File: src/common/cbs_defs.svh
// Offsets, field positions and reset values of the card bridge
// control registers. Assumes inclusion by bare name.
`ifndef CBS_DEFS_SVH
`define CBS_DEFS_SVH
`define CBS_NUM_SOCK 2
`define CBS_NUM_TERM 7
`define CBS_OFF_SYSCTL 8'h80
`define CBS_OFF_ROUTE 8'h8C
`define CBS_BIT_PROBE 8
`define CBS_BIT_RSVD7 7
`define CBS_BIT_PWRSAVE 6
`define CBS_BIT_LOCK 5
`define CBS_BIT_PARSERR 4
`define CBS_BIT_CDMA 3
`define CBS_BIT_SUPPLY 2
`define CBS_BIT_VETO 1
`define CBS_BIT_RING_WAKE_MUX_SEL 0
`define CBS_LOCK_RST 1'b1
`define CBS_ROUTE_RST 32'h00000000
`define CBS_ROUTE_RW_MASK 32'h0FFFFFFF
`define CBS_DMA_CODE 4'hE
`endif

File: src/common/cbs_pkg.sv
// Types shared by the card bridge control register bank.
// Assumes cbs_defs.svh is on the include path.
`include "cbs_defs.svh"
package cbs_pkg;
  typedef logic [31:0] cbs_word_t;
  typedef logic [`CBS_NUM_SOCK-1:0] cbs_sock_t;

  typedef struct packed {
    logic pwrSave;
    logic supply5v;
    logic ringMux;
    logic gateClk;
  } cbs_sock_s;

  typedef struct packed {
    cbs_word_t route;
    logic lock;
    logic parSerr;
    logic cdmaEn;
    logic veto;
    cbs_word_t rdData;
    logic ack;
    logic serr;
    logic dmaActive;
    logic pciStopGnt;
    cbs_sock_t cbStopGnt;
    logic riPme;
  } cbs_top_s;
endpackage : cbs_pkg

File: src/common/cbs_sock_if.sv
// Per-socket link between the register bank and one socket slice.
// Assumes one instance per configuration function.
`timescale 1ns/1ns
interface cbs_sock_if;
  logic wrEn;
  logic [7:0] wrData;
  logic pwrSave;
  logic supply5v;
  logic ringMux;
  logic gateClk;
  modport bank (output wrEn, output wrData, input pwrSave,
    input supply5v, input ringMux, input gateClk);
  modport sock (input wrEn, input wrData, output pwrSave,
    output supply5v, output ringMux, output gateClk);
endinterface : cbs_sock_if

File: src/verilog/cbs_sock_ctl.sv
// Per-socket control bits and CardBus state machine clock gate.
// Assumes card status inputs come from logic on clk.
`timescale 1ns/1ns
`include "cbs_defs.svh"
module cbs_sock_ctl
  import cbs_pkg::*;
(
  input wire logic clk,
  input wire logic rst_n,
  cbs_sock_if.sock bus,
  input wire logic cardInserted,
  input wire logic cardIdle,
  input wire logic cardClkStopped
);
  cbs_sock_s st_ff;
  cbs_sock_s nxt_st;

  ////////////////////////////////////////////////////////////////////
  always_comb begin
    nxt_st = st_ff;
    if (bus.wrEn) begin
      nxt_st.pwrSave = bus.wrData[`CBS_BIT_PWRSAVE];
      nxt_st.supply5v = bus.wrData[`CBS_BIT_SUPPLY];
      nxt_st.ringMux = bus.wrData[`CBS_BIT_RING_WAKE_MUX_SEL];
    end
    nxt_st.gateClk = nxt_st.pwrSave & cardInserted & cardIdle &
      cardClkStopped;
  end

  always_ff @(posedge clk or negedge rst_n) begin
    if (!rst_n) begin
      st_ff <= '0;
    end else begin
      st_ff <= nxt_st;
    end
  end

  assign bus.pwrSave = st_ff.pwrSave;
  assign bus.supply5v = st_ff.supply5v;
  assign bus.ringMux = st_ff.ringMux;
  assign bus.gateClk = st_ff.gateClk;
endmodule : cbs_sock_ctl

File: src/verilog/cbs_sysctl_regs.sv
// System control low bits and multifunction routing register bank.
// Assumes a one-cycle config request port and same-clock inputs.
//
// Function
// - Per-socket read-only probe busy bit, reset 0
// - Bit 7 of system control reads zero
// - Gate idle stopped card state machine clock
// - Shared write lock guards ident registers, reset 1
// - Card parity reaches system error only if enabled
// - Central DMA needs enable bit and routing
// - Supply select bit: 0 3.3 V, 1 5 V
// - Veto bit refuses all clock stop requests
// - Mux 0: ring and wake share, ring wins
// - Mux 1 in both sockets: only wake drives the terminal
// - Global bits exist once, reached via function 0
// - Seven terminals default to general purpose input
// - Routing register at 0x8C, resets all zeros
// - Routing default loadable from serial EEPROM
// - Routing bits 31 to 28 read zero
`timescale 1ns/1ns
`include "cbs_defs.svh"
module cbs_sysctl_regs
  import cbs_pkg::*;
(
  input wire logic clk,
  input wire logic rst_n,
  input wire logic cfgReq,
  input wire logic cfgWr,
  input wire logic cfgFunc,
  input wire logic [7:0] cfgOffset,
  input wire logic [3:0] cfgByteEn,
  input wire logic [31:0] cfgWrData,
  output logic cfgAck,
  output logic [31:0] cfgRdData,
  input wire logic romLoadValid,
  input wire logic [31:0] romLoadData,
  input wire logic [`CBS_NUM_SOCK-1:0] probeBusy,
  input wire logic [`CBS_NUM_SOCK-1:0] cardInserted,
  input wire logic [`CBS_NUM_SOCK-1:0] cardIdle,
  input wire logic [`CBS_NUM_SOCK-1:0] cardClkStopped,
  input wire logic [`CBS_NUM_SOCK-1:0] cardParityErr,
  input wire logic pciClkStopReq,
  input wire logic [`CBS_NUM_SOCK-1:0] cbClkStopReq,
  input wire logic [`CBS_NUM_SOCK-1:0] ringAssert,
  input wire logic pmeAssert,
  output logic [`CBS_NUM_SOCK-1:0] cbClkGate,
  output logic [`CBS_NUM_SOCK-1:0] supply5v,
  output logic identWriteLock,
  output logic sysErrReq,
  output logic centralDmaActive,
  output logic pciClkStopGnt,
  output logic [`CBS_NUM_SOCK-1:0] cbClkStopGnt,
  output logic riPmeOut,
  output logic [27:0] termRouting
);
  localparam int NS = `CBS_NUM_SOCK;
  localparam int NT = `CBS_NUM_TERM;

  cbs_top_s st_ff;
  cbs_top_s nxt_st;
  logic wrSys;
  logic wrRoute;
  logic rdSys;
  logic rdRoute;
  logic [NT-1:0] termIsDma;
  logic [NS-1:0] sockPwrSave;
  logic [NS-1:0] sockSupply;
  logic [NS-1:0] sockRingMux;
  logic [NS-1:0] sockGate;
  logic [31:0] sysWord;

  ////////////////////////////////////////////////////////////////////
  // Socket slices, one per function
  for (genvar s = 0; s < NS; s++) begin : g_sock
    cbs_sock_if sif ();
    assign sif.wrEn = wrSys && cfgByteEn[0] && (cfgFunc == 1'(s));
    assign sif.wrData = cfgWrData[7:0];
    assign sockPwrSave[s] = sif.pwrSave;
    assign sockSupply[s] = sif.supply5v;
    assign sockRingMux[s] = sif.ringMux;
    assign sockGate[s] = sif.gateClk;
    cbs_sock_ctl u_sock (
      .clk(clk),
      .rst_n(rst_n),
      .bus(sif),
      .cardInserted(cardInserted[s]),
      .cardIdle(cardIdle[s]),
      .cardClkStopped(cardClkStopped[s])
    );
  end

  // Terminal fields routed for centralized DMA
  for (genvar t = 0; t < NT; t++) begin : g_term
    assign termIsDma[t] = (st_ff.route[4*t +: 4] == `CBS_DMA_CODE);
  end

  ////////////////////////////////////////////////////////////////////
  // Address decode
  always_comb begin
    wrSys = 1'b0;
    wrRoute = 1'b0;
    rdSys = 1'b0;
    rdRoute = 1'b0;
    if (cfgReq && cfgOffset == `CBS_OFF_SYSCTL) begin
      wrSys = cfgWr;
      rdSys = !cfgWr;
    end else if (cfgReq && cfgOffset == `CBS_OFF_ROUTE) begin
      wrRoute = cfgWr;
      rdRoute = !cfgWr;
    end
  end

  // Read view of system control for the addressed function
  always_comb begin
    sysWord = 32'h00000000;
    sysWord[`CBS_BIT_PROBE] = probeBusy[cfgFunc];
    sysWord[`CBS_BIT_RSVD7] = 1'b0;
    sysWord[`CBS_BIT_PWRSAVE] = sockPwrSave[cfgFunc];
    sysWord[`CBS_BIT_SUPPLY] = sockSupply[cfgFunc];
    sysWord[`CBS_BIT_RING_WAKE_MUX_SEL] = sockRingMux[cfgFunc];
    if (!cfgFunc) begin
      sysWord[`CBS_BIT_LOCK] = st_ff.lock;
      sysWord[`CBS_BIT_PARSERR] = st_ff.parSerr;
      sysWord[`CBS_BIT_CDMA] = st_ff.cdmaEn;
      sysWord[`CBS_BIT_VETO] = st_ff.veto;
    end
  end

  ////////////////////////////////////////////////////////////////////
  // Next state
  always_comb begin
    nxt_st = st_ff;
    nxt_st.ack = cfgReq;
    if (rdSys) begin
      nxt_st.rdData = sysWord;
    end else if (rdRoute) begin
      nxt_st.rdData = st_ff.route;
    end else if (cfgReq) begin
      nxt_st.rdData = 32'h00000000;
    end
    // Global bits only through function 0
    if (wrSys && cfgByteEn[0] && !cfgFunc) begin
      nxt_st.lock = cfgWrData[`CBS_BIT_LOCK];
      nxt_st.parSerr = cfgWrData[`CBS_BIT_PARSERR];
      nxt_st.cdmaEn = cfgWrData[`CBS_BIT_CDMA];
      nxt_st.veto = cfgWrData[`CBS_BIT_VETO];
    end
    if (romLoadValid) begin
      nxt_st.route = romLoadData & `CBS_ROUTE_RW_MASK;
    end else if (wrRoute) begin
      for (int b = 0; b < 4; b++) begin
        if (cfgByteEn[b]) begin
          nxt_st.route[8*b +: 8] = cfgWrData[8*b +: 8];
        end
      end
      nxt_st.route = nxt_st.route & `CBS_ROUTE_RW_MASK;
    end
    nxt_st.serr = st_ff.parSerr && (|cardParityErr);
    nxt_st.dmaActive = st_ff.cdmaEn && (|termIsDma);
    nxt_st.pciStopGnt = pciClkStopReq && !st_ff.veto;
    nxt_st.cbStopGnt = cbClkStopReq & {NS{!st_ff.veto}};
    // Ring wins unless its socket muxes it away
    if (|(ringAssert & ~sockRingMux)) begin
      nxt_st.riPme = 1'b1;
    end else begin
      nxt_st.riPme = pmeAssert;
    end
  end

  always_ff @(posedge clk or negedge rst_n) begin
    if (!rst_n) begin
      st_ff <= '0;
      st_ff.lock <= `CBS_LOCK_RST;
      st_ff.route <= `CBS_ROUTE_RST;
    end else begin
      st_ff <= nxt_st;
    end
  end

  ////////////////////////////////////////////////////////////////////
  // Outputs
  assign cfgAck = st_ff.ack;
  assign cfgRdData = st_ff.rdData;
  assign cbClkGate = sockGate;
  assign supply5v = sockSupply;
  assign identWriteLock = st_ff.lock;
  assign sysErrReq = st_ff.serr;
  assign centralDmaActive = st_ff.dmaActive;
  assign pciClkStopGnt = st_ff.pciStopGnt;
  assign cbClkStopGnt = st_ff.cbStopGnt;
  assign riPmeOut = st_ff.riPme;
  assign termRouting = st_ff.route[27:0];
endmodule : cbs_sysctl_regs

File: config.mk
export PLATFORM = sky130hd
export DESIGN_NAME = cbs_sysctl_regs
export DESIGN_NICKNAME = d
export VERILOG_FILES = /design/src/common/cbs_pkg.sv /design/src/common/cbs_sock_if.sv /design/src/verilog/cbs_sock_ctl.sv /design/src/verilog/cbs_sysctl_regs.sv
export VERILOG_INCLUDE_DIRS = /design/src /design/src/common
export SDC_FILE = /design/constraint.sdc
export NUM_CORES = 1
export LEC_CHECK = 0
export BUFFER_PORTS_ARGS = -buffer_cell sky130_fd_sc_hd__buf_2
export CORE_ASPECT_RATIO = 1.1
export CORE_MARGIN = 10
export CORE_UTILIZATION = 43
export DETAILED_ROUTE_END_ITERATION = 7
export PLACE_DENSITY = 0.72
export SLEW_MARGIN = 15
export SYNTH_ARGS = -nofsm -noshare
export SYNTH_HDL_FRONTEND = slang
export SYNTH_SLANG_ARGS = --single-unit
export TNS_END_PERCENT = 5
File: constraint.sdc
create_clock -name clk -period 1.5 [get_ports clk]
set_clock_uncertainty 0.2 [all_clocks]
set_input_delay 0.075 -clock clk [delete_from_list [all_inputs] [get_ports clk]]
set_output_delay 0.075 -clock clk [all_outputs]
set_load 0.02 [all_outputs]
==> results of run 1 <==
[synth_stat cells (2+ instances only)]
cell / n / area, sq um
a21oi_1: 29 / 145.1
nand2b_1: 4 / 25.02
clkbuf_1: 18 / 67.56
nor2b_1: 39 / 244.0
o21a_1: 2 / 15.01
mux2i_1: 2 / 20.02
and4_1: 28 / 245.2
buf_6: 2 / 22.52
mux2_2: 13 / 146.4
nand4b_1: 7 / 61.31
nand3_1: 6 / 30.03
a31oi_1: 28 / 175.2
buf_2: 10 / 50.05
and3_1: 2 / 12.51
a22o_1: 20 / 175.2
inv_1: 3 / 11.26
dfrtp_1: 74 / 1852
o31ai_1: 28 / 210.2
nand4_1: 6 / 37.54
o21ai_0: 6 / 30.03
a41oi_1: 4 / 35.03
nor4bb_1: 2 / 20.02
buf_4: 67 / 503.0
a221o_1: 4 / 40.04
[state kept, by name, summed over array words and instances, names as in the netlist, 2 cells and up]
| register | flops |
|---|---|
| cfgRdData | 28 |
| termRouting | 28 |
| st_ff | 3 |
| cbClkStopGnt | 2 |
| g_sock.u_sock.bus.gateClk | 2 |
| g_sock.u_sock.bus.pwrSave | 2 |
| g_sock.u_sock.bus.ringMux | 2 |
| g_sock.u_sock.bus.supply5v | 2 |
[routing by layer]
metal / track usage (%) / vias to the layer above
met5: 0 / -
met4: 9.038 / 0
li1: - / 1816
met1: 22.85 / 1886
met3: 3.998 / 31
met2: 31.30 / 162
[timing repair]
item	4_1_cts	5_1_grt
hold buffers	56	1
hold endpoints to repair	126	1
gates resized for setup	0	8
endpoints found under the setup margin	0	15
setup buffers	0	2
[cell type report]
| type | instances | area (sq um) |
|---|---|---|
| Antenna cell | 2 | 5.005 |
| Clock buffer | 12 | 145.1 |
| Clock inverter | 3 | 15.01 |
| Fill cell | 837 | 4103 |
| Inverter | 3 | 11.26 |
| Multi-Input combinational cell | 242 | 1789 |
| Sequential cell | 75 | 1878 |
| Tap cell | 120 | 150.1 |
| Timing Repair Buffer | 244 | 1698 |
[stage by stage]
step / setup WS, ps / std cells / TNS, ps / util (%)
finish: 36.39 / 701 / 0 / 58.11
global route: -0.7029 / 701 / -0.7029 / 58.11
CTS: 35.30 / 697 / 0 / 57.70
detailed placement: -165.8 / 626 / -8098 / 50.34
global placement: -137.0 / 626 / -6133 / 50.34
floorplan: 2.067 / 418 / 0 / -
[how the worst max path moves through the flow]
stage                                    to
2_1_floorplan               termRouting[10]
3_3_place_gp                   cfgRdData[6]
3_5_place_dp                   cfgRdData[1]
4_1_cts                        cfgRdData[6]
5_1_grt        g_sock[0].u_sock.bus.gateClk
6_report       g_sock[0].u_sock.bus.ringMux
[critical path, stage by stage]
cell and delay (ps):
dlygate4sd3_1 550, buf_4 180, nand4b_2 230, buf_4 190, mux2_2 270
[logic make-up (layout without fill, tap and decap cells)]
group                  count (synthesis)  count (layout)
muxes                                 15              15
AOI/OAI and AO/OA                    121             121
other                                  1               6
DFF                                   75              75
buffers and inverters                101             262
and+or+nand+nor                      102             102
[power by group]
| part | internal, mW | total [mW] | switching (mW) |
|---|---|---|---|
| clock network | 0.630 | 1.36 | 0.730 |
| logic | 0.398 | 0.857 | 0.459 |
| registers | 2.10 | 2.19 | 0.0913 |
==> metrics.md, run 1 <==
| Metric | Value |
|---|---|
| Synthesized area | 4295 sq um |
| Vias | about 4000 |
| First-pass GRT wire length | about 22 mm |
| Sequential-to-total area share from yosys stat | 43.72% |
| Period utilization | 97.57% |
| IO buf count | 157 |
| Failing checks | DRC, hold timing |
| Peak VDD IR | about 390 uV |
| RSZ-0062 raised after global routing | true |
| Most frequent cells in the layout | 154 x buf_2, 74 x dfrtp_1, 53 x dlygate4sd3_1 |
| Power density cells | 774.3 nW/um^2 |
| Initial core utilization | 43.86% |
| Critical Path Fanout Max | 11 |
| Initial DRC Count | 280 |
| Post-DP Area | 4931 sq um |
| Synth Area in Simple Gates | 17.77% |
| Final min period | 1464 ps |
| Synth unique cells | 35 |
| Clk buf depth | 2 |
| Post-synthesis xor/xnor area fraction | 0% |
| Pleak | 2.749 nW |
| Adder-cell share of the synthesized area | 0% |
| Startpoint types | input port |
| DRT Pass-1 Iters | 6 |
| Clock tree from TritonCTS | built |
| Clk sinks | 75 |
| Per-cell routed wire length | 20.04 um |
| Clock root cell | clkbuf_8 |
| Worst-Skew Late Latency | 350 ps |
| CP required | around 1500 ps |
| Cells after Synth | 415 |
| Top Layer Used | met4 |
| DP Wirelength | 9.961 mm |
| Crit Reg-Reg Startpoint | st_ff[41] |
| Maxcap violations | 0 |
| Hold/Removal Path Class | input port to register |
| Largest family of logic cells by synthesized area | compound AO/OA/AOI/OAI gates |
| H-Tree Level Count | 3 |
| Reg clk slew, reported paths | 80 ps |
| Post-synthesis mux area share | 3.874% |
| Status | finished, violations left |
| Ys async rst share | between 90% and 100% |
| Hold endpoint | riPmeOut |
| Total track usage | 19.03% |
| NumNets Final | 673 |
| Crit. End Element | register |
| Grt ovf | 0 |
| Pwr Total | 4.407 mW |
| # IOs | 170 |
| EDFF count, synth | 0 |
| Share of layout cells above drive strength 1 | 38.00% |
| Met1 WL | between 5 and 6 mm |
| Die ar. | 14390 sq um |
| Die width | 115.3 um |
| Critical path class | input port to register |
| # DRC | 1 |
| Most common cell after layout, fill and taps aside | buf_2 |
| Critical path origin | cfgFunc |
| Synth Area in Compound Gates | between 10% and 20% |
| Final setup fails | 0 |
| Routed length on met2 | 7.200 mm |
| Fin area | ~5700 sq um |
| Vias per cell | 5.556 |
| Critical hold path startpoint | ringAssert[0] |
| Met3 wire len | 991 um |
| Largest net degree at the start of global routing | 76 |
| WHS Path Cells | 4 |
| Initial antenna violation count | 2 |
| Die H | 124.8 um |
| Crit path DAT | 1500 ps |
| Register bit count reported by yosys | 75 |
| Synth-to-layout area growth | 32.51% |
| Reg2reg end | sysErrReq |
| Number of core rows | 38 |
| Mean area per synthesized cell | 10.35 sq um |
| R2R Setup Slk | ~130 ps |
| R2R cell count | 2 |
| Hold Fails Final Rpt | 1 |
| Fmax | 683.2 MHz |
| Final ANT Viol Nets | 0 |
| Total Wirelength | 14.05 mm |
| Vias in the first global route | 4056 |
| Ys Warns | 0 |
| Final slew viol count | 0 |
| Fin Hold WS | -0.3159 ps |
| Num CTS Buffers | 9 |
| GPL Wtd Cong | 0.8134 |
| Dominant register cell in the synthesized netlist | dfrtp_1 |
| Core Region | 9794 sq um |
Note: power is estimated with default switching activity, not from simulation.
==> run 2, diff against run 1 <==
==> constraint.sdc (replaced) <==
create_clock -name clk -period 1.4 [get_ports clk]
set_clock_uncertainty 0.2 [all_clocks]
set_input_delay 0.07 -clock clk [delete_from_list [all_inputs] [get_ports clk]]
set_output_delay 0.07 -clock clk [all_outputs]
set_load 0.02 [all_outputs]
==> run 2 against run 1 <==
  * The run now ends clean
  * Combinational power is 9.1% higher
  * Power grew 19%
  * Flip-flop and latch count did not move
  * Critical path type unchanged
  * Global-route usage up 0.11 points
  * Final area rose by 1.1%
  * Routed wire length increased by 0.67%
  * Final cell count grew 0.57%
  * Die area stayed put
  * Highest routed layer is now met5
  * Clock-buffer cell count fell by 1
  * Clock power increased by 46%
  * Non-clock buffer count up 1
  * Sequential power up 7%
==> metrics.md, run 2 (synthesis gave the netlist of run 1 again) <==
| Metric | Value |
|---|---|
| Vias per cell | 5.596 |
| Slew margin rel. | between 50% and 60% |
| Clk buf depth | 2 |
| H-Tree Level Count | 3 |
| # DRC | 0 |
| Final Worst Setup Slack | between 30 and 40 ps |
| Post-DP Area | 4923 sq um |
| Seq pwr share | between 40% and 50% |
| Clock tree from TritonCTS | built |
| Critical Path Fanout Max | 1 |
| GPL Wtd Cong | 0.8016 |
| Initial antenna violation count | 5 |
| Crit path DAT | 1420 ps |
| Initial DRC Count | 272 |
| Period utilization | 97.72% |
| Final min period | around 1400 ps |
| DP Wirelength | ~10 mm |
| Crit. End Element | register |
| Hold/Removal Path Class | input port to register |
| Largest net degree at the start of global routing | between 50 and 60 |
| Comb pwr share | between 10% and 20% |
| Synth-to-layout area growth | 33.94% |
| Total track usage | 19.14% |
| Pre-CTS setup slack | -260.7 ps |
| Core Region | 9794 sq um |
| CP required | 1450 ps |
| Vias | between 3000 and 4000 |
| Grt ovf | 0 |
| Psw | about 1.5 mW |
| Critical path class | input port to register |
| Status | finished clean |
| Die width | 115.3 um |
| Most frequent cells in the layout | 156 x buf_2, 74 x dfrtp_1, 57 x dlygate4sd3_1 |
| Sw Ratio | about 28% |
| RSZ-0062 raised after global routing | false |
| Die H | 124.8 um |
| Final ANT Viol Nets | 0 |
| Initial core utilization | 43.86% |
| Share of layout cells above drive strength 1 | 38.38% |
| Internal power | 3.790 mW |
| Worst-Skew Late Latency | 360 ps |
| Power density cells | a little over 900 nW/um^2 |
| DRT Pass-1 Iters | 5 |
| # IOs | 170 |
| Clk pwr share | 37.8% |
| IO buf count | about 160 |
| Num CTS Buffers | 9 |
| Reg clk slew, reported paths | 80 ps |
| Per-cell routed wire length | 20.06 um |
| Startpoint types | input port |
| Fin area | 5753 sq um |
| Clock root cell | clkbuf_8 |
| Pleak | 2.769 nW |
| Final slew viol count | 0 |
| Peak VDD IR | 493.3 uV |
| Maxcap violations | 0 |
| Fmax | between 700 and 800 MHz |
| NumNets Final | 674 |
| First-pass GRT wire length | 21.91 mm |
| Die ar. | 14390 sq um |
| Total Wirelength | 14.15 mm |
| Number of core rows | 38 |
| Vias in the first global route | 3996 |
| Final setup fails | 0 |
| Hold Fails Final Rpt | 0 |
| Worst-Margin Slew | 638.6 ps |
| Most common cell after layout, fill and taps aside | buf_2 |
| Clk sinks | 75 |
run 2: cell types whose count changed in the layout (fill, tap and decap cells not counted), moves of 2 or more:
cell            delta
bufinv_16          +2
clkinv_2           -3
clkbuf_1           -2
clkinv_4           +2
buf_2              +2
buf_12             -2
diode_2            +2
dlygate4sd3_1      +4
dlymetal6s4s_1     -2
run 2: path summary, 6_finish.rpt:
path,from,to,slack (ps),depth (start not counted)
max,cardParityErr[0],sysErrReq,30,4
min in group asynchronous,rst_n,sysErrReq,30,3
max in group asynchronous,rst_n,g_sock[1].u_sock.bus.pwrSave,370,3
min,cfgWrData[7],termRouting[7],7,4
max reg2reg,st_ff[41],sysErrReq,40,2
min reg2reg,cfgRdData[10],cfgRdData[10],300,1
run 2: critical path: stages:
cell           delay [ps]
dlygate4sd3_1         530
buf_2                 120
o21a_1                150
dlygate4sd3_1         550
run 2: layer usage:
metal / routed length [um] / GRT usage [%] / up-vias / part of all wire (%)
met1: 5372 / 22.10 / 1927 / 38
li1: - / - / 1834 / -
met4: 335 / 7.362 / 2 / 2.4
met5: 12 / 0 / - / 0.085
met2: 7342 / 31.83 / 151 / 52
met3: 1083 / 6.118 / 31 / 7.7
run 2: cell type report:
type | count | area, sq um
fillers | 816 | 4041
flip-flops and latches | 75 | 1878
multi-input cells | 242 | 1795
repair buffers | 245 | 1672
clock buffers | 11 | 151.4
well taps | 120 | 150.1
clock inverters | 5 | 85.08
inverters | 3 | 11.26
diodes | 4 | 10.01
run 2: through the flow:
step | hold WS (ps) | util [%] | cells | total power, mW | TNS (ps)
3_5_place_dp | -313.3 | 50.27 | 627 | 3.185 | -11480
3_3_place_gp | -313.3 | 50.27 | 627 | 3.161 | -10460
5_1_grt | 20.37 | 58.74 | 705 | 5.452 | 0
6_report | 6.591 | 58.74 | 705 | 5.260 | 0
2_1_floorplan | -425.6 | - | 418 | 2.859 | -908.0
4_1_cts | 0.9713 | 58.61 | 701 | 5.265 | 0
run 2: power by group through the flow:
stage | clock network (mW) | logic [mW] | registers (mW)
finish | 1.99 | 0.935 | 2.34
global route | 2.09 | 1.01 | 2.35
CTS | 2.00 | 0.931 | 2.34
detailed placement | 0 | 0.803 | 2.38
global placement | 0 | 0.784 | 2.38
floorplan | 0 | 0.502 | 2.36
run 2: what timing repair did:
item                                   4_1_cts  5_1_grt
endpoints found under the hold margin      126        1
setup endpoints to repair                    0        1
buffers inserted                             0        0
resized for setup                            0        1
hold buffers                                58        1
==> run 3, diff against run 2 <==
--- a/config.mk
+++ b/config.mk
@@ -11,7 +11,7 @@
 export CORE_MARGIN = 10
 export CORE_UTILIZATION = 43
 export DETAILED_ROUTE_END_ITERATION = 7
-export PLACE_DENSITY = 0.72
+export PLACE_DENSITY = 0.75
 export SLEW_MARGIN = 15
 export SYNTH_ARGS = -nofsm -noshare
 export SYNTH_HDL_FRONTEND = slang
==> constraint.sdc (replaced) <==
create_clock -name clk -period 1.15 [get_ports clk]
set_clock_uncertainty 0.2 [all_clocks]
set_input_delay 0.0575 -clock clk [delete_from_list [all_inputs] [get_ports clk]]
set_output_delay 0.0575 -clock clk [all_outputs]
set_load 0.02 [all_outputs]
==> run 3 against run 2 <==
  * Clock power fell by 2%
  * The flow now finishes with violations (hold timing, setup timing)
  * Register-to-register slack got worse by 180 ps
  * Flip-flop and latch count did not move
  * Power rose by 24%
  * Largest cell class is now buffers
  * Final area rose by 18%
  * Sequential power rose by 21%
  * Critical endpoint is now termRouting[6]
==> metrics.md, run 3 (synthesis gave the netlist of run 1 again) <==
| Metric | Value |
|---|---|
| Status | finished, violations left |
| Failing checks | hold timing, setup timing |
| Psw | 1.965 mW |
| Post-Layout Cell Count | 754 |
| Final ANT Viol Nets | 0 |
| Most common cell after layout, fill and taps aside | buf_2 |
| Critical hold path startpoint | probeBusy[0] |
| GPL Wtd Cong | 0.8085 |
| Comb pwr share | 26.6% |
| Final Worst Setup Slack | -176.0 ps |
| Total Wirelength | 17.05 mm |
| IO buf count | 157 |
| Initial DRC Count | 373 |
| # IOs | 170 |
| Clock root cell | clkbuf_8 |
| H-Tree Level Count | 3 |
| Crit Reg-Reg Startpoint | termRouting[6] |
| Crit path DAT | 1070 ps |
| Fin Hold WS | -132.1 ps |
| Per-cell routed wire length | 22.61 um |
| Seq pwr share | around 43% |
| Slowest stage cell, crit path | dfrtp_2 |
| First-pass GRT wire length | approximately 25 mm |
| Most frequent CP cell | buf_6 |
| Crit path buf inv count | 2 |
| Setup TNS | -6347 ps |
| Vias per cell | 5.944 |
| Most frequent cells in the layout | 107 x buf_2, 81 x buf_6, 71 x dfrtp_1 |
| Final slew viol count | 0 |
| Worst-Margin Slew | 634.0 ps |
| Critical path origin | termRouting[6] |
| Core Region | around 10000 sq um |
| Maxcap violations | 0 |
| CP required | 890 ps |
| Peak VDD IR | 511.9 uV |
| Vias in the first global route | 4402 |
| Fmax | 754.1 MHz |
| DRT Pass-1 Iters | 5 |
| Num CTS Buffers | 9 |
| Hold Fails Final Rpt | 3 |
| NumNets Final | 725 |
| RSZ-0062 raised after global routing | true |
| Power density cells | 957.8 nW/um^2 |
| Die width | 115.3 um |
| DP Cell Count | 661 |
| R2R Setup Slk | -140 ps |
| Worst path max stage delay | 450 ps |
| Total track usage | 21.38% |
| Share of layout cells above drive strength 1 | 46.68% |
| Period utilization | 115.3% |
| Slew margin rel. | between 50% and 60% |
| Final Util | 69.33% |
| Grt ovf | 0 |
| Synth-to-layout area growth | 58.08% |
| Clk sinks | 75 |
| Hold/Removal Path Class | input port to register |
| Startpoint types | register |
| Crit. End Element | output pin |
| Largest net degree at the start of global routing | 41 |
| Initial core utilization | a little over two fifths |
| Cells along the critical path | buf_6, buf_6 |
| Initial antenna violation count | 4 |
| Final min period | about 1300 ps |
| Clock tree from TritonCTS | built |
| Worst-Skew Late Latency | 370 ps |
| Critical Path Fanout Max | 3 |
| Internal power | 4.539 mW |
| Number of core rows | 38 |
| Die ar. | 14390 sq um |
| Die H | approximately 120 um |
| DP Wirelength | 10.45 mm |
| Clk buf depth | 2 |
| CP top delay family | flip-flops |
| Critical path class | register to output pin |
| Clk pwr share | a little under a third |
| Reg clk slew, reported paths | 80 ps |
| Final setup fails | 93 |
| Pleak | 3.149 nW |
| Sw Ratio | 30.22% |
| # DRC | 0 |
| Vias | 4482 |
[run 3: cell types whose count changed in the layout (fill, tap and decap cells not counted), moves of 9 or more]
cell,previous run,this run
buf_2,156,107
o31ai_1,28,14
dlygate4sd3_1,57,67
o31ai_2,0,9
buf_6,0,81
[run 3: worst register-to-register path, stage by stage, from the launching register on]
cell and delay, ps:
dfrtp_2 450, buf_6 130, nand4b_1 130, nand4_1 110, o21a_1 180
[run 3: final timing paths]
check,end,cells past startpoint
max in group asynchronous,identWriteLock,3
max reg2reg,centralDmaActive,4
min in group asynchronous,g_sock[0].u_sock.bus.gateClk,3
max,termRouting[6],2
min reg2reg,cfgRdData[16],1
min,cfgRdData[8],3
[run 3: routing by layer]
layer	track usage (%)	share of wire (%)	wire length [um]
met3	5.829	8.0	1372
met2	34.42	51	8617
met5	0	0.11	19
met4	11.01	5.3	904
met1	25.19	36	6133
[run 3: timing repair]
action                     4_1_cts  5_1_grt
pin swaps                        6       23
resized for setup               95       84
hold buffers                    66        1
setup endpoints to repair      107      130
cloned                           0        2
setup buffers                    7        0
hold endpoints to repair       126        3
[run 3: final cells by class]
cell class                      instances  area, sq um
Tap cell                              120        150.1
Multi-Input combinational cell        244         2043
Sequential cell                        75         1882
Clock buffer                           12        155.1
Antenna cell                            2        5.005
Inverter                                3        11.26
Fill cell                             669         3004
Timing Repair Buffer                  294         2519
Clock inverter                          4        25.02
[run 3: metrics by stage]
step                      power (mW)  area, sq um  setup WS [ps]
after floorplan                3.481         4320         -284.3
after global placement         3.979         5204         -442.1
after detailed placement       4.011         5204         -505.4
after CTS                      6.321         6414         -176.2
after global routing           6.723         6790         -189.7
final                          6.504         6790         -176.0
[run 3: power groups by stage]
stage	clock network, mW	logic [mW]	registers, mW
floorplan	0	0.611	2.87
global placement	0	1.14	2.84
detailed placement	0	1.16	2.85
CTS	1.95	1.56	2.81
global route	2.07	1.82	2.84
finish	1.95	1.73	2.83
